**config.mk**
```make
export PLATFORM = sky130hd
export DESIGN_NAME = acg_regs
export DESIGN_NICKNAME = d
export VERILOG_FILES = /design/src/logic/acg_pkg.sv /design/src/logic/acg_cfg_if.sv /design/src/logic/acg_pin_sync.sv /design/src/logic/acg_sequencer.sv /design/src/logic/acg_regs.sv
export SDC_FILE = /design/constraint.sdc
export NUM_CORES = 1
export LEC_CHECK = 0
export ABC_AREA = 0
export ABC_CLOCK_PERIOD_IN_PS = 7100
export BUFFER_PORTS_ARGS = -buffer_cell sky130_fd_sc_hd__buf_4
export CAP_MARGIN = 5
export CORE_UTILIZATION = 50
export CTS_BUF_LIST = sky130_fd_sc_hd__clkbuf_4
export CTS_CLUSTER_DIAMETER = 200
export CTS_CLUSTER_SIZE = 16
export DETAILED_ROUTE_END_ITERATION = 10
export GPL_TIMING_DRIVEN = 0
export HOLD_SLACK_MARGIN = 0.12
export PLACE_DENSITY_LB_ADDON = 0.05
export SETUP_SLACK_MARGIN = 0.2
export SLEW_MARGIN = 20
export SYNTH_ARGS = -nofsm -noshare
export SYNTH_HDL_FRONTEND = slang
export SYNTH_SLANG_ARGS = --single-unit
```
**constraint.sdc**
```tcl
create_clock -name clk_in -period 7.1 [get_ports clk_in]
set_input_delay 0.71 -clock clk_in [delete_from_list [all_inputs] [get_ports clk_in]]
set_output_delay 0.71 -clock clk_in [all_outputs]
set_load 0.02 [all_outputs]
```
**src/logic/acg_pkg.sv**
```systemverilog
// acg_pkg: register map, field layout and reset values of the channel configuration bank
// What this block does
// RULE1: averaging code 0 none, else 2..128 samples
// RULE2: oscillator bit 0 fast, 1 low power
// RULE3: four-bit sampling divider, resets to 100b
// RULE4: function bit 0 analog, 1 digital pin
// RULE5: direction bit 0 input, 1 output
// RULE6: drive bit 0 open-drain, 1 push-pull
// RULE7: digital output follows output level bit
// RULE8: read-only register returns pin levels
// RULE9: auto mode runs ascending while run set
// RULE10: scan mode 00 manual, 01 auto, 10 fly
// RULE11: force bit makes every channel analog
// RULE12: manual mode converts manual field channel
// RULE13: auto scan includes only enabled channels
// RULE14: reserved bits read zero, writes ignored
// RULE15: reset clears all, mode register loads 0x4; the code clears the scan mode and loads 0x4 into the timing register
package acg_pkg;
    localparam int          ACG_AW              = 8;
    localparam int          ACG_DW              = 8;
    localparam int          ACG_NCH             = 8;

    // register offsets
    localparam logic [7:0]  ACG_OFF_OVERRIDE    = 8'h01;
    localparam logic [7:0]  ACG_OFF_AVG         = 8'h03;
    localparam logic [7:0]  ACG_OFF_TIMING      = 8'h04;
    localparam logic [7:0]  ACG_OFF_FUNC        = 8'h05;
    localparam logic [7:0]  ACG_OFF_DIR         = 8'h07;
    localparam logic [7:0]  ACG_OFF_DRIVE       = 8'h09;
    localparam logic [7:0]  ACG_OFF_OUTLVL      = 8'h0b;
    localparam logic [7:0]  ACG_OFF_INLVL       = 8'h0d;
    localparam logic [7:0]  ACG_OFF_SCAN        = 8'h10;
    localparam logic [7:0]  ACG_OFF_MANUAL      = 8'h11;
    localparam logic [7:0]  ACG_OFF_ENMASK      = 8'h12;

    // writable bit masks
    localparam logic [7:0]  ACG_MSK_OVERRIDE    = 8'h04;
    localparam logic [7:0]  ACG_MSK_AVG         = 8'h07;
    localparam logic [7:0]  ACG_MSK_TIMING      = 8'h1f;
    localparam logic [7:0]  ACG_MSK_SCAN        = 8'h13;
    localparam logic [7:0]  ACG_MSK_MANUAL      = 8'h0f;

    // field positions
    localparam int          ACG_BIT_FORCE       = 2;
    localparam int          ACG_BIT_OSC         = 4;
    localparam int          ACG_BIT_RUN         = 4;
    localparam int          ACG_LSB_DIV         = 0;
    localparam int          ACG_LSB_MODE        = 0;

    // reset values
    localparam logic [7:0]  ACG_RST_ZERO        = 8'h00;
    localparam logic [7:0]  ACG_RST_TIMING      = 8'h04;

    typedef enum logic [1:0] {
        ACG_SCAN_MANUAL   = 2'b00,
        ACG_SCAN_AUTO     = 2'b01,
        ACG_SCAN_FLY      = 2'b10,
        ACG_SCAN_RESERVED = 2'b11
    } acg_scan_mode_t;
endpackage

```
**src/logic/acg_cfg_if.sv**
```systemverilog
// acg_cfg_if: scan settings passed from the register bank to the channel sequencer
`timescale 1ns/100ps
interface acg_cfg_if;
    import acg_pkg::*;
    acg_scan_mode_t   scan_mode;
    logic             scan_run;
    logic [3:0]       manual_channel_field;
    logic [7:0]       scan_enable_mask;
    logic [7:0]       analog_mask;

    modport reg_side (output scan_mode, scan_run, manual_channel_field, scan_enable_mask, analog_mask);
    modport seq_side (input scan_mode, scan_run, manual_channel_field, scan_enable_mask, analog_mask);
endinterface

```
**src/logic/acg_pin_sync.sv**
```systemverilog
// acg_pin_sync: three-stage synchroniser per pin with agreement filter
`timescale 1ns/100ps
module acg_pin_sync #(
    parameter int N = 8
) (
    input  wire logic         clk_in,
    input  wire logic         resetn_in,
    input  wire logic [N-1:0] pin_in,
    output logic      [N-1:0] level_out
);
    genvar i;
    generate
        for (i = 0; i < N; i++) begin : g_sync
            logic s1_q;
            logic s2_q;
            logic s3_q;
            logic lvl_q;
            always_ff @(posedge clk_in or negedge resetn_in) begin
                if (!resetn_in) begin
                    s1_q  <= 1'b0;
                    s2_q  <= 1'b0;
                    s3_q  <= 1'b0;
                    lvl_q <= 1'b0;
                end else begin
                    s1_q <= pin_in[i];
                    s2_q <= s1_q;
                    s3_q <= s2_q;
                    if (s2_q == s3_q) begin
                        lvl_q <= s3_q;
                    end
                end
            end
            assign level_out[i] = lvl_q;
        end
    endgenerate
endmodule

```
**src/logic/acg_sequencer.sv**
```systemverilog
// acg_sequencer: picks the next channel to convert from the scan settings
`timescale 1ns/100ps
module acg_sequencer
    import acg_pkg::*;
(
    input  wire logic       clk_in,
    input  wire logic       resetn_in,
    acg_cfg_if.seq_side     cfg,
    input  wire logic       conv_done_in,
    output logic [2:0]      channel_out,
    output logic            channel_valid_out
);
    logic [7:0] cand;
    logic [2:0] chan_q;
    logic [2:0] chan_d;
    logic       valid_q;
    logic       valid_d;
    logic       run_q;

    // next enabled channel strictly above cur, wrapping
    function automatic logic [2:0] next_chan(input logic [7:0] m, input logic [2:0] cur);
        logic [2:0] idx;
        logic [2:0] res;
        res = cur;
        for (int k = 8; k >= 1; k--) begin
            idx = cur + k[2:0];
            if (m[idx]) res = idx;
        end
        return res;
    endfunction

    assign cand = cfg.scan_enable_mask & cfg.analog_mask; // RULE13

    always_comb begin
        chan_d  = chan_q;
        valid_d = 1'b0;
        unique case (cfg.scan_mode)
            ACG_SCAN_MANUAL, ACG_SCAN_FLY: begin
                chan_d  = cfg.manual_channel_field[2:0]; // RULE12
                valid_d = !cfg.manual_channel_field[3] && cfg.analog_mask[cfg.manual_channel_field[2:0]]; // RULE12
            end
            ACG_SCAN_AUTO: begin
                valid_d = cfg.scan_run && (cand != 8'h00); // RULE9
                if (cfg.scan_run && !run_q) begin
                    chan_d = next_chan(cand, 3'h7); // RULE9
                end else if (cfg.scan_run && (conv_done_in || !cand[chan_q])) begin
                    chan_d = next_chan(cand, chan_q); // RULE9
                end
            end
            ACG_SCAN_RESERVED: begin
                valid_d = 1'b0; // RULE10
            end
        endcase
    end

    always_ff @(posedge clk_in or negedge resetn_in) begin
        if (!resetn_in) begin
            chan_q  <= 3'h0;
            valid_q <= 1'b0;
            run_q   <= 1'b0;
        end else begin
            chan_q  <= chan_d;
            valid_q <= valid_d;
            run_q   <= cfg.scan_run && (cfg.scan_mode == ACG_SCAN_AUTO);
        end
    end

    assign channel_out       = chan_q;
    assign channel_valid_out = valid_q;
endmodule

```
**src/logic/acg_regs.sv**
```systemverilog
// acg_regs: channel, digital pin and scan configuration register bank
`timescale 1ns/100ps
module acg_regs
    import acg_pkg::*;
(
    input  wire logic [ACG_AW-1:0]  addr_in,
    input  wire logic [ACG_DW-1:0]  wdata_in,
    input  wire logic               wr_in,
    input  wire logic               rd_in,
    output logic      [ACG_DW-1:0]  rdata_out,
    input  wire logic               clk_in,
    input  wire logic               resetn_in,
    input  wire logic [7:0]         pin_in,
    output logic      [7:0]         pin_out,
    output logic      [7:0]         pin_oe_out,
    input  wire logic               conv_done_in,
    output logic      [2:0]         averaging_ratio_out,
    output logic      [7:0]         average_samples_out,
    output logic                    oscillator_choice_out,
    output logic      [3:0]         sample_divider_out,
    output logic      [7:0]         analog_mask_out,
    output logic      [1:0]         scan_mode_out,
    output logic                    scan_run_out,
    output logic      [2:0]         channel_out,
    output logic                    channel_valid_out
);
    acg_cfg_if cfg ();

    logic [7:0]          override_q;
    logic [7:0]          avg_q;
    logic [7:0]          timing_q;
    logic [7:0]          func_q;
    logic [7:0]          dir_q;
    logic [7:0]          drive_q;
    logic [7:0]          outlvl_q;
    logic [7:0]          scan_q;
    logic [7:0]          manual_q;
    logic [7:0]          enmask_q;
    logic [7:0]          inlvl_q;
    logic [7:0]          pin_out_q;
    logic [7:0]          pin_oe_q;
    logic [ACG_DW-1:0]   rdata_q;
    logic [ACG_DW-1:0]   rdata_d;
    logic [7:0]          samples_q;
    logic [7:0]          pin_level;
    logic [7:0]          digital_mask;
    logic [7:0]          output_mask;
    logic                force_analog;

    // write decode, shared by every writable register
    function automatic logic hit(input logic [ACG_AW-1:0] a, input logic [7:0] off);
        return a == off;
    endfunction

    acg_pin_sync #(
        .N          (ACG_NCH)
    ) u_sync (
        .clk_in     (clk_in),
        .resetn_in  (resetn_in),
        .pin_in     (pin_in),
        .level_out  (pin_level)
    );

    // channel role derivation
    assign force_analog = override_q[ACG_BIT_FORCE];                 // RULE11
    assign digital_mask = force_analog ? 8'h00 : func_q;             // RULE4
    assign output_mask  = digital_mask & dir_q;                      // RULE5

    // override register: force-all-analog bit only
    always_ff @(posedge clk_in or negedge resetn_in) begin
        if (!resetn_in) begin
            override_q <= ACG_RST_ZERO; // RULE15
        end else if (wr_in && hit(addr_in, ACG_OFF_OVERRIDE)) begin
            override_q <= wdata_in & ACG_MSK_OVERRIDE; // RULE14
        end
    end

    // averaging ratio
    always_ff @(posedge clk_in or negedge resetn_in) begin
        if (!resetn_in) begin
            avg_q <= ACG_RST_ZERO; // RULE15
        end else if (wr_in && hit(addr_in, ACG_OFF_AVG)) begin
            avg_q <= wdata_in & ACG_MSK_AVG; // RULE14
        end
    end

    // sample count: code 0 gives one conversion, else two to the code
    always_ff @(posedge clk_in or negedge resetn_in) begin
        if (!resetn_in) begin
            samples_q <= 8'h01;
        end else begin
            samples_q <= 8'h01 << avg_q[2:0]; // RULE1
        end
    end

    // oscillator and divider
    always_ff @(posedge clk_in or negedge resetn_in) begin
        if (!resetn_in) begin
            timing_q <= ACG_RST_TIMING; // RULE3 RULE15
        end else if (wr_in && hit(addr_in, ACG_OFF_TIMING)) begin
            timing_q <= wdata_in & ACG_MSK_TIMING; // RULE14
        end
    end

    // pin function mask
    always_ff @(posedge clk_in or negedge resetn_in) begin
        if (!resetn_in) begin
            func_q <= ACG_RST_ZERO; // RULE15
        end else if (wr_in && hit(addr_in, ACG_OFF_FUNC)) begin
            func_q <= wdata_in; // RULE4
        end
    end

    // direction mask
    always_ff @(posedge clk_in or negedge resetn_in) begin
        if (!resetn_in) begin
            dir_q <= ACG_RST_ZERO; // RULE15
        end else if (wr_in && hit(addr_in, ACG_OFF_DIR)) begin
            dir_q <= wdata_in; // RULE5
        end
    end

    // drive type mask
    always_ff @(posedge clk_in or negedge resetn_in) begin
        if (!resetn_in) begin
            drive_q <= ACG_RST_ZERO; // RULE15
        end else if (wr_in && hit(addr_in, ACG_OFF_DRIVE)) begin
            drive_q <= wdata_in; // RULE6
        end
    end

    // output level
    always_ff @(posedge clk_in or negedge resetn_in) begin
        if (!resetn_in) begin
            outlvl_q <= ACG_RST_ZERO; // RULE15
        end else if (wr_in && hit(addr_in, ACG_OFF_OUTLVL)) begin
            outlvl_q <= wdata_in; // RULE7
        end
    end

    // scan control
    always_ff @(posedge clk_in or negedge resetn_in) begin
        if (!resetn_in) begin
            scan_q <= ACG_RST_ZERO; // RULE15
        end else if (wr_in && hit(addr_in, ACG_OFF_SCAN)) begin
            scan_q <= wdata_in & ACG_MSK_SCAN; // RULE14
        end
    end

    // manual channel
    always_ff @(posedge clk_in or negedge resetn_in) begin
        if (!resetn_in) begin
            manual_q <= ACG_RST_ZERO; // RULE15
        end else if (wr_in && hit(addr_in, ACG_OFF_MANUAL)) begin
            manual_q <= wdata_in & ACG_MSK_MANUAL; // RULE14
        end
    end

    // auto scan enable mask
    always_ff @(posedge clk_in or negedge resetn_in) begin
        if (!resetn_in) begin
            enmask_q <= ACG_RST_ZERO; // RULE15
        end else if (wr_in && hit(addr_in, ACG_OFF_ENMASK)) begin
            enmask_q <= wdata_in; // RULE13
        end
    end

    // input level capture, digital pins only
    always_ff @(posedge clk_in or negedge resetn_in) begin
        if (!resetn_in) begin
            inlvl_q <= ACG_RST_ZERO; // RULE15
        end else begin
            inlvl_q <= pin_level & digital_mask; // RULE8
        end
    end

    // pin drivers
    always_ff @(posedge clk_in or negedge resetn_in) begin
        if (!resetn_in) begin
            pin_out_q <= 8'h00;
            pin_oe_q  <= 8'h00;
        end else begin
            for (int i = 0; i < ACG_NCH; i++) begin
                if (!output_mask[i]) begin
                    pin_out_q[i] <= 1'b0;                 // RULE4 RULE11
                    pin_oe_q[i]  <= 1'b0;                 // RULE5
                end else if (drive_q[i]) begin
                    pin_out_q[i] <= outlvl_q[i];          // RULE6 RULE7
                    pin_oe_q[i]  <= 1'b1;                 // RULE6
                end else begin
                    pin_out_q[i] <= 1'b0;                 // RULE6
                    pin_oe_q[i]  <= !outlvl_q[i];         // RULE6 RULE7
                end
            end
        end
    end

    // read mux, unmapped and reserved read as zero
    always_comb begin
        rdata_d = 8'h00;
        unique case (addr_in)
            ACG_OFF_OVERRIDE: rdata_d = override_q;   // RULE14
            ACG_OFF_AVG:      rdata_d = avg_q;        // RULE14
            ACG_OFF_TIMING:   rdata_d = timing_q;     // RULE14
            ACG_OFF_FUNC:     rdata_d = func_q;
            ACG_OFF_DIR:      rdata_d = dir_q;
            ACG_OFF_DRIVE:    rdata_d = drive_q;
            ACG_OFF_OUTLVL:   rdata_d = outlvl_q;
            ACG_OFF_INLVL:    rdata_d = inlvl_q;      // RULE8
            ACG_OFF_SCAN:     rdata_d = scan_q;       // RULE14
            ACG_OFF_MANUAL:   rdata_d = manual_q;     // RULE14
            ACG_OFF_ENMASK:   rdata_d = enmask_q;
            default:          rdata_d = 8'h00;
        endcase
    end

    // read data stands only in the cycle after the strobe
    always_ff @(posedge clk_in or negedge resetn_in) begin
        if (!resetn_in) begin
            rdata_q <= 8'h00;
        end else if (rd_in) begin
            rdata_q <= rdata_d;
        end else begin
            rdata_q <= 8'h00;
        end
    end

    // settings to the sequencer
    assign cfg.scan_mode            = acg_scan_mode_t'(scan_q[ACG_LSB_MODE +: 2]); // RULE10
    assign cfg.scan_run             = scan_q[ACG_BIT_RUN];                         // RULE9
    assign cfg.manual_channel_field = manual_q[3:0];
    assign cfg.scan_enable_mask     = enmask_q;
    assign cfg.analog_mask          = ~digital_mask;                               // RULE4 RULE11

    acg_sequencer u_seq (
        .clk_in             (clk_in),
        .resetn_in          (resetn_in),
        .cfg                (cfg.seq_side),
        .conv_done_in       (conv_done_in),
        .channel_out        (channel_out),
        .channel_valid_out  (channel_valid_out)
    );

    // outputs
    assign rdata_out             = rdata_q;
    assign pin_out               = pin_out_q;
    assign pin_oe_out            = pin_oe_q;
    assign averaging_ratio_out   = avg_q[2:0];                    // RULE1
    assign average_samples_out   = samples_q;                     // RULE1
    assign oscillator_choice_out = timing_q[ACG_BIT_OSC];         // RULE2
    assign sample_divider_out    = timing_q[ACG_LSB_DIV +: 4];    // RULE3
    assign analog_mask_out       = ~digital_mask;                 // RULE4
    assign scan_mode_out         = scan_q[ACG_LSB_MODE +: 2];     // RULE10
    assign scan_run_out          = scan_q[ACG_BIT_RUN];           // RULE9
endmodule

```
==> Yosys cells after proc, flatten, opt, wreduce, memory -nomap -nowiden <==
Cells that the tools add are included.
{ "op_classes": {"addsub": 7, "order_cmp": 9, "eq_ne": 24, "shifts": 1, "n_mux": 71, "bitwise_logic": 4, "reduce_logical": 32} }
{ "op_table": {"columns": ["cell", "count"], "rows": [
  ["case mux 8 bit (11 select lines)", 1],
  ["two-way mux 1 bit", 42],
  ["two-way mux 3 bit", 13],
  ["less-than comparator 3 x 4 -> 1 bit (second input constant)", 9],
  ["binary-select mux 1 bit (select 3 bit)", 9],
  ["AND 8 bit", 3],
  ["equality test 8 x 3 -> 1 bit (second input constant)", 3],
  ["equality test 8 x 4 -> 1 bit (second input constant)", 3],
  ["equality test 8 x 5 -> 1 bit (second input constant)", 3],
  ["two-way mux 8 bit", 2],
  ["logical AND 1 bit", 15],
  ["adder 3 bit (second input constant)", 4],
  ["zero test 1 bit", 11],
  ["inequality test 9 x 1 -> 1 bit (second input constant)", 1],
  ["equality test 1 bit", 8],
  ["equality test 8 x 1 -> 1 bit (second input constant)", 1],
  ["equality test 8 x 2 -> 1 bit (second input constant)", 1],
  ["inverter 8 bit", 1],
  ["nonzero test 8 bit", 1],
  ["left shift 1 x 3 -> 8 bit (first input constant)", 1],
  ["adder 3 x 2 -> 3 bit (second input constant)", 2],
  ["case mux 3 bit (2 select lines)", 1],
  ["equality test 2 bit (second input constant)", 2],
  ["two-way mux 2 bit", 2],
  ["other kinds (9)", 9]
]} }
{ "totals": {"register_bits": 133, "inputBits": 29, "output_inout_bits": 55, "wordCells": 198} }

==> Logic depth before layout (Yosys ltp) <==
Gate-level depths: netlist (run 1).
{ "logic_depth": {"ltp_word": 15, "mapped_depth": 13, "mapped_depth_nobuf": 9} }

==> By module <==
Synthesis (run 1) repeated with hierarchy kept, for this count alone.
{ "unflattened": {"hier_cells": 571, "area_unflattened_um2": 6597.6} }
{ "by_module_without_submodules": {"columns": ["module", "n_inst", "cells_each", "area_per_inst_um2", "seq_area_each_um2"], "rows": [
  ["acg_regs", 1, 357, 4317.9, 2404.8],
  ["acg_sequencer", 1, 166, 1328.8, 125.1],
  ["acg_pin_sync", 1, 48, 950.9, 800.8]
]} }

==> Worst setup path after synthesis (run 1) <==
No wires, ideal clock.
{ "synth_path": {"path_type": "reg2reg", "from": "register u_seq.chan_q[1], in the netlist u_seq.channel_out[1]", "to": "register u_seq.chan_q[0], in the netlist u_seq.channel_out[0]", "setup_ns": 0.110, "t_arrival_ns": 3.045, "required_ns": 6.990, "path_slack_ns": 3.944, "path_stages_with_launch": 11, "n_path_buf": 3, "period_less_slack_ns": 3.156, "path_cell_list": "dfrtp_1 > clkbuf_1 > inv_1 > clkbuf_1 > ha_1 > clkbuf_1 > mux4_2 > or4b_4 > o31ai_4 > o21ai_1 > o41ai_1"} }
{ "synth_via": {"elab_chain_len": 12, "elab_cells_between_ends": 38, "cone_classes": "add/sub (7); eq/ne (2); mux (25); reduce/logical (4)"} }
{ "synth_rtl": {"columns": ["element", "line_no", "rtl"], "rows": [
  ["start, declared", "acg_sequencer.sv:14", "logic [2:0] chan_q;"],
  ["start signal, assigned", "acg_sequencer.sv:62", "chan_q <= chan_d;"],
  ["adder 3 bit", "acg_sequencer.sv:26", "idx = cur + k[2:0];"],
  ["binary-select mux 1 bit (select 3 bit)", "acg_sequencer.sv:27", "if (m[idx]) res = idx;"],
  ["two-way mux 1 bit (implied by the code)", "acg_sequencer.sv:27", null],
  ["two-way mux 3 bit (6 in series)", "acg_sequencer.sv:27", null],
  ["two-way mux 3 bit", "acg_sequencer.sv:46", "end else if (cfg.scan_run && (conv_done_in || !cand[chan_q])) begin"],
  ["two-way mux 3 bit", "acg_sequencer.sv:44", "if (cfg.scan_run && !run_q) begin"],
  ["case mux 3 bit (2 select lines)", "acg_sequencer.sv:37", "unique case (cfg.scan_mode)"]
]} }
Parallel ways exist; a longest one is shown, timed or not. The select of a mux whose other input is x is not followed.
A chain may end at the register's enable or synchronous reset.

==> Worst setup path after layout (run 1) <==
Ends and elaborated chain as after synthesis.

==> results of run 1 <==
worst max-delay path: cells and delay by family, from the launching register on:
| family | cells | cell delay (ns) |
|---|---|---|
| and+or+nand+nor | 1 | 0.52 |
| muxes | 1 | 0.42 |
| AOI/OAI and AO/OA | 3 | 0.52 |
| DFF | 1 | 0.40 |
| adders and majority gates | 1 | 0.33 |
| buffers and inverters | 3 | 0.78 |
| xor gates and xnor gates | 1 | 0.59 |
stage by stage:
stage                     worst slack (ns)   util  cell area, um^2
after floorplan                       3.94      -             6380
after global placement                3.49  0.589             7190
after detailed placement              3.46  0.592             7230
after CTS                             3.42  0.622             7590
after global routing                  3.22  0.622             7590
final                                 3.44  0.622             7590
registers in the layout, indices dropped and copies added (netlist names), 8 cells and up:
signal and cells:
average_samples_out 8, cfg.scan_enable_mask 8, dir_q 8, drive_q 8, func_q 8, inlvl_q 8, outlvl_q 8, pin_oe_out 8
pin_out 8, rdata_out 8, u_sync.g_sync.lvl_q 8, u_sync.g_sync.s1_q 8, u_sync.g_sync.s2_q 8, u_sync.g_sync.s3_q 8
layer usage:
layer  track usage  up-vias
met4         0.104        0
met3        0.0770       42
met2         0.441      209
met5             0        -
li1              -     2226
met1         0.364     2508
power breakdown:
part           internal (mW)  switching, mW
Sequential             0.790         0.0306
Combinational          0.104          0.144
Clock                  0.327          0.280
final cells by class:
class                           count  area, um^2  share of cell area
Sequential cell                   133        3330               0.439
Tap cell                          168         210              0.0277
Clock buffer                       20         150              0.0198
Buffer                             22         116              0.0153
Multi-Input combinational cell    365        2840               0.374
Clock inverter                     12         201              0.0265
Inverter                           25        93.8              0.0124
Timing Repair Buffer               83         649              0.0855
repair_timing:
item,CTS,global route
resized for setup,0,0
setup endpoints to repair,0,0
endpoints found under the hold margin,51,0
hold buffers,1,0
cell usage in the layout, fill, tap and decap left out, types with 7 or more instances in the layout:
cell and instances:
dfrtp_1 131, buf_4 80, mux2_2 59, nand2_1 50, a21oi_1 26, inv_1 24
nor2_1 20, clkbuf_4 20, o21ai_0 17, mux2i_1 17, clkbuf_1 16, nor2b_1 13
a22o_1 13, and2_1 11, mux4_2 9, a22oi_1 9, a31oi_1 9, maj3_1 8
nor3_1 7, nand2b_1 7, a222oi_1 7
final timing paths:
| check | slack, ns | endpoint | cells after the start | from |
|---|---|---|---|---|
| hold / removal | 0.27 | u_sync.g_sync[6].s1_q$_DFF_PN0_ | 1 | pin_in[6] |
| hold reg to reg | 0.36 | u_sync.g_sync[4].s2_q$_DFF_PN0_ | 0 | u_sync.g_sync[4].s1_q$_DFF_PN0_ |
| max in group asynchronous | 5.64 | timing_q[2]$_DFFE_PN1P_ | 3 | resetn_in |
| min in group asynchronous | 0.66 | average_samples_out[7]$_DFF_PN0_ | 2 | resetn_in |
| setup / recovery | 3.44 | u_seq.channel_out[0]$_DFFE_PN0P_ | 10 | u_seq.channel_out[1]$_DFFE_PN0P_ |
| setup reg to reg | 3.44 | u_seq.channel_out[0]$_DFFE_PN0P_ | 10 | u_seq.channel_out[1]$_DFFE_PN0P_ |
cells by family after synthesis:
logic type | Yosys count | synth area share
AND/OR/NAND/NOR | 133 | 0.105
adder cells (fa/ha/maj) | 10 | 0.0165
multiplexers | 91 | 0.174
buffers and inverters | 47 | 0.0330
XOR/XNOR | 2 | 0.00275
flip-flops | 133 | 0.522
AO/OA/AOI/OAI | 129 | 0.147
==> flow_summary.json, run 1 <==
{
  "outcome": "finished, final reports clean",
  "diodes": 0,
  "clock_sinks": 133,
  "crit_top_cell": "clkbuf_1",
  "fmax_mhz": 273,
  "place.port_buffers": 81,
  "overflow": 0,
  "top_layer_used": "met4",
  "synth.avg_cell_area_um2": 11.7,
  "drive_gt1_frac": 0.300,
  "vias": 4985,
  "synth_top_area_share": 0.514,
  "grt_pass1_wl_mm": 26.6,
  "dr.pass1.iters": 5,
  "fin_crit_sh": 0.516,
  "synth_commonest_cells": "dfrtp_1, mux2_2, nand2_1",
  "initial_core_util": 0.522,
  "async_flop_share": 1.00,
  "met1_length_mm": 7.25,
  "grt_antenna_before_repair": 0,
  "drv_slew": 0,
  "clk_latency_ns": 0.55,
  "worst_setup_path_end_kind": "flop",
  "dieWidth_um": 115,
  "crit_required_ns": 7.54,
  "path_clk_slew_ns": 0.11,
  "synth-edff-count": 0,
  "pwr_density_cell_mw_per_mm2": 221,
  "cts_tree": "done",
  "place_congestion": 0.867,
  "p_total_mw": 1.68,
  "final_nets": 678,
  "met2_length_mm": 7.97,
  "critPathMaxStageDelay_ns": 0.59,
  "min_path_type": "input port to flop",
  "nFillCells": 1020,
  "grt_use_total": 0.277,
  "wl_per_cell_um": 20.4,
  "via_per_inst": 6.02,
  "cts_made_buffers": 17,
  "finalSetupViolCount": 0,
  "wl_met3_mm": 1.18,
  "htree_levels": 4,
  "syn_nets": 576,
  "drt_iter0_markers": 508,
  "syn-cell-area_mm2": 0.00638,
  "grt_max_degree": 82,
  "max-clock-path-buffers": 2,
  "syn_inst": 545,
  "cts_setup_buffers": 0,
  "rows": 40,
  "vdd_drop_max_v": 0.000195,
  "path_cells": "clkbuf_1 > inv_1 > clkbuf_1 > ha_1 > xnor2_1 > mux4_2 > or4b_4 > o31ai_4 > o21ai_1 > o41ai_1",
  "dp_hpwl_mm": 12.3,
  "core_mm2": 0.0122,
  "area_growth_pct": 19.1,
  "maxCapViolCount": 0,
  "ant_nets": 0,
  "yosysMostFrequentCell": "dfrtp_1",
  "slew-limit-headroom": 0.280,
  "synth_area_leaders": "dfrtp_1, mux2_2, mux4_2",
  "timing.hold.ws_ns": 0.266,
  "grt_pass1_vias": 4894,
  "final_cells": 828,
  "yosys.cell_types.count": 64,
  "crit_slowest_cell": "xnor2_1",
  "cp-start-kind": "flop",
  "critPathArrivalTime_ns": 4.10,
  "yosysSeqAreaShare": 0.522,
  "yosys_warnings": 0,
  "leakage_nw": 3.43,
  "ys.flop_type": "dfrtp_1",
  "cts-root-buf": "clkbuf_4",
  "die_h_um": 115,
  "io_pins": 84,
  "hold_viol": 0,
  "critPathKind": "flop to flop",
  "period_minus_slack_ns": 3.66,
  "totalWireLength_mm": 16.9,
  "finalSetupTns_ns": 0,
  "path_max_fanout": 10,
  "rsz0062_at_grt": "false",
  "drc": 0,
  "fin_skew_ns": 0.0143,
  "dp.cells": 795,
  "yosysTopAreaCell": "dfrtp_1",
  "ys_seq_elements": 133,
  "die-area_mm2": 0.0132,
  "worst_slew_pin_slew_ns": 1.07
}
(Power assumes the default switching activity.)
==> inputs of run 2 (changes only) <==
ABC_AREA = 1   (was 0)
ABC_CLOCK_PERIOD_IN_PS = 3600   (was 7100)
clock period = 3.6 ns   (was 7.1 ns; I/O delays follow)
==> run 2 against run 1 <==
Die area down 8.5%. Routed wire length fell by 8.8%. Clock power increased by 68%. Count of clock-buffer cells in the layout down 3. Largest cell class unchanged. Register-to-register slack lost 2.5 ns. Total power is 110% higher. Global-route usage rose by 0.081 points. First-iteration DRC count shrank 15%. Clock skew fell by 0.0043 ns. Non-clock buffer count rose by 2. Core utilization grew 0.20 points.
==> flow_summary.json, run 2 <==
{
  "worst_setup_path_end_kind": "flop",
  "die-area_mm2": 0.0121,
  "totalWireLength_mm": 15.4,
  "yosysTopAreaCell": "dfrtp_1",
  "place.port_buffers": 83,
  "drv_slew": 0,
  "syn_inst": 647,
  "top_usage_layer": "met2",
  "syn_nets": 678,
  "worst_slew_pin_slew_ns": 0.527,
  "final_nets": 795,
  "syn-cell-area_mm2": 0.00582,
  "yosys.cell_types.count": 43,
  "path_max_fanout": 8,
  "fin_crit_sh": 0.733,
  "rows": 39,
  "critPathMaxStageDelay_ns": 0.48,
  "fmax_mhz": 379,
  "finalInstanceArea_mm2": 0.00709,
  "crit_slowest_cell": "ha_1",
  "async_flop_share": 1.00,
  "cts_made_buffers": 17,
  "period_minus_slack_ns": 2.64,
  "grt_max_degree": 104,
  "use_met3": 0.0634,
  "grt_antenna_before_repair": 0,
  "synth_area_leaders": "dfrtp_1, nand2_1, inv_1",
  "ant_nets": 0,
  "outcome": "finished, final reports clean",
  "fin_skew_ns": 0.0100,
  "initial_core_util": 0.512,
  "vias": 4990,
  "worstHoldPathCells": 3,
  "grt_use_total": 0.278,
  "finalSetupViolCount": 0,
  "io_pins": 84,
  "r2r_start": "u_seq.channel_out[1]$_DFFE_PN0P_",
  "cts-root-buf": "clkbuf_4",
  "area_growth_pct": 21.8,
  "yosys_warnings": 0,
  "min_path_type": "input port to flop",
  "min_to": "cfg.scan_enable_mask[6]$_DFFE_PN0P_",
  "place_congestion": 0.860,
  "r2r_setup_slack_ns": 0.96,
  "synth-edff-count": 0,
  "postPlaceCellArea_mm2": 0.00666,
  "ys.flop_type": "dfrtp_1",
  "crit_family": "simple AND/OR/NAND/NOR gates",
  "slew-limit-headroom": 0.646,
  "grt_pass1_wl_mm": 24.4,
  "dp_hpwl_mm": 11.2,
  "cp-start-kind": "flop",
  "cts_tree": "done",
  "via_per_inst": 5.42,
  "maxCapViolCount": 0,
  "critPathKind": "flop to flop",
  "path_buf_inv": 3,
  "use_met2": 0.410,
  "yosysSeqAreaShare": 0.572,
  "crit_required_ns": 4.05,
  "synth.avg_cell_area_um2": 9.00,
  "grt_pass1_vias": 4741,
  "most-common-layout-cells": "nand2_1, dfrtp_1, buf_4, inv_1",
  "post_cts_resized": 0,
  "drt_iter0_markers": 433,
  "leakage_nw": 3.50,
  "vdd_drop_max_v": 0.000386,
  "grt_use_met1": 0.403,
  "max-clock-path-buffers": 2,
  "path_cells": "buf_2 > inv_1 > ha_1 > inv_1 > nand3_1 > nand3_1 > a21oi_1 > nor2_1 > nand2_1 > nand3_1 > nand2_1 > nand2_1 > nand2_1 > nand2_1 > nand2_1 > nand2_1",
  "min_from": "wdata_in[6]",
  "core_mm2": 0.0114,
  "clk_latency_ns": 0.55,
  "finalSetupTns_ns": 0,
  "clock_sinks": 133,
  "crit_top_cell": "nand2_1",
  "r2r_end": "u_seq.channel_out[1]$_DFFE_PN0P_",
  "path_clk_slew_ns": 0.11,
  "ys_seq_elements": 133,
  "reg2regPathDepth": 16,
  "wl_per_cell_um": 16.7,
  "pwr_density_cell_mw_per_mm2": 490,
  "overflow": 0,
  "rsz0062_at_grt": "false",
  "htree_levels": 4,
  "dr.pass1.iters": 5,
  "die_h_um": 110,
  "diodes": 0,
  "dieWidth_um": 110,
  "yosysMostFrequentCell": "nand2_1",
  "synth_top_area_share": 0.563,
  "critPathArrivalTime_ns": 3.09,
  "drive_gt1_frac": 0.193,
  "hold_viol": 0,
  "drc": 0,
  "final_common_cell": "nand2_1",
  "synth_commonest_cells": "nand2_1, dfrtp_1, inv_1"
}
==> run 2: power by group <==
part | internal (mW) | switching [mW]
Sequential | 1.56 | 0.0529
Clock | 0.472 | 0.549
Combinational | 0.285 | 0.549
Total | 2.32 | 1.15
==> run 2: worst max path at each step <==
stage | slack, ns | end | cells after the start | start
after global placement | 1.06 | u_seq.channel_out[0]$_DFFE_PN0P_ | 14 | u_seq.channel_out[1]$_DFFE_PN0P_
after global routing | 0.72 | u_seq.channel_out[1]$_DFFE_PN0P_ | 14 | u_seq.channel_out[1]$_DFFE_PN0P_
after CTS | 1.01 | u_seq.channel_out[1]$_DFFE_PN0P_ | 14 | u_seq.channel_out[1]$_DFFE_PN0P_
after floorplan | 1.38 | u_seq.channel_out[0]$_DFFE_PN0P_ | 14 | u_seq.channel_out[1]$_DFFE_PN0P_
final | 0.96 | u_seq.channel_out[1]$_DFFE_PN0P_ | 16 | u_seq.channel_out[1]$_DFFE_PN0P_
after detailed placement | 1.05 | u_seq.channel_out[1]$_DFFE_PN0P_ | 14 | u_seq.channel_out[1]$_DFFE_PN0P_
==> run 2: kinds of logic (layout without fill, tap and decap cells) <==
| group | Yosys count | after routing | synth area share |
|---|---|---|---|
| buffers and inverters | 96 | 226 | 0.0679 |
| and+or+nand+nor | 288 | 288 | 0.221 |
| DFF | 133 | 133 | 0.572 |
| adders and majority gates | 10 | 10 | 0.0180 |
| AOI/OAI and AO/OA | 117 | 117 | 0.116 |
| xor gates and xnor gates | 3 | 3 | 0.00451 |
==> run 2: worst reg2reg max path, cell delays in order, from the launching register on <==
cell and delay [ns]:
dfrtp_1 0.38, buf_2 0.24, inv_1 0.19, ha_1 0.48
inv_1 0.18, nand3_1 0.14, nand3_1 0.17, a21oi_1 0.20
nor2_1 0.07, nand2_1 0.06, nand3_1 0.08, nand2_1 0.08
nand2_1 0.05, nand2_1 0.06, nand2_1 0.06, nand2_1 0.07
nand2_1 0.05
==> run 2: area by class of cell <==
cell class	count	area [um^2]
well taps	143	179
fillers	983	4280
flip-flops and latches	133	3330
clock inverters	15	164
multi-input cells	418	2100
inverters	87	329
plain buffers	9	66.3
repair buffers	98	798
clock buffers	17	128
==> run 2: what timing repair did <==
item	in CTS	in global routing
hold buffers	14	0
endpoints found under the setup margin	0	0
endpoints found under the hold margin	148	0
buffers inserted	0	0
==> run 2: per-stage QoR <==
stage	utilization	total power, mW	hold WS (ns)	setup slack [ns]	std cells
floorplan	-	2.18	0.0644	1.38	647
global placement	0.583	2.44	0.332	1.06	873
detailed placement	0.586	2.45	0.231	1.05	874
CTS	0.624	3.48	0.135	1.01	920
global route	0.624	3.66	0.155	0.723	920
finish	0.624	3.47	0.156	0.963	920
==> run 2: layer usage <==
metal,routed length [um],vias up
met5,0,-
met4,280,0
met3,1210,26
met2,6670,201
met1,7200,2383
li1,-,2380
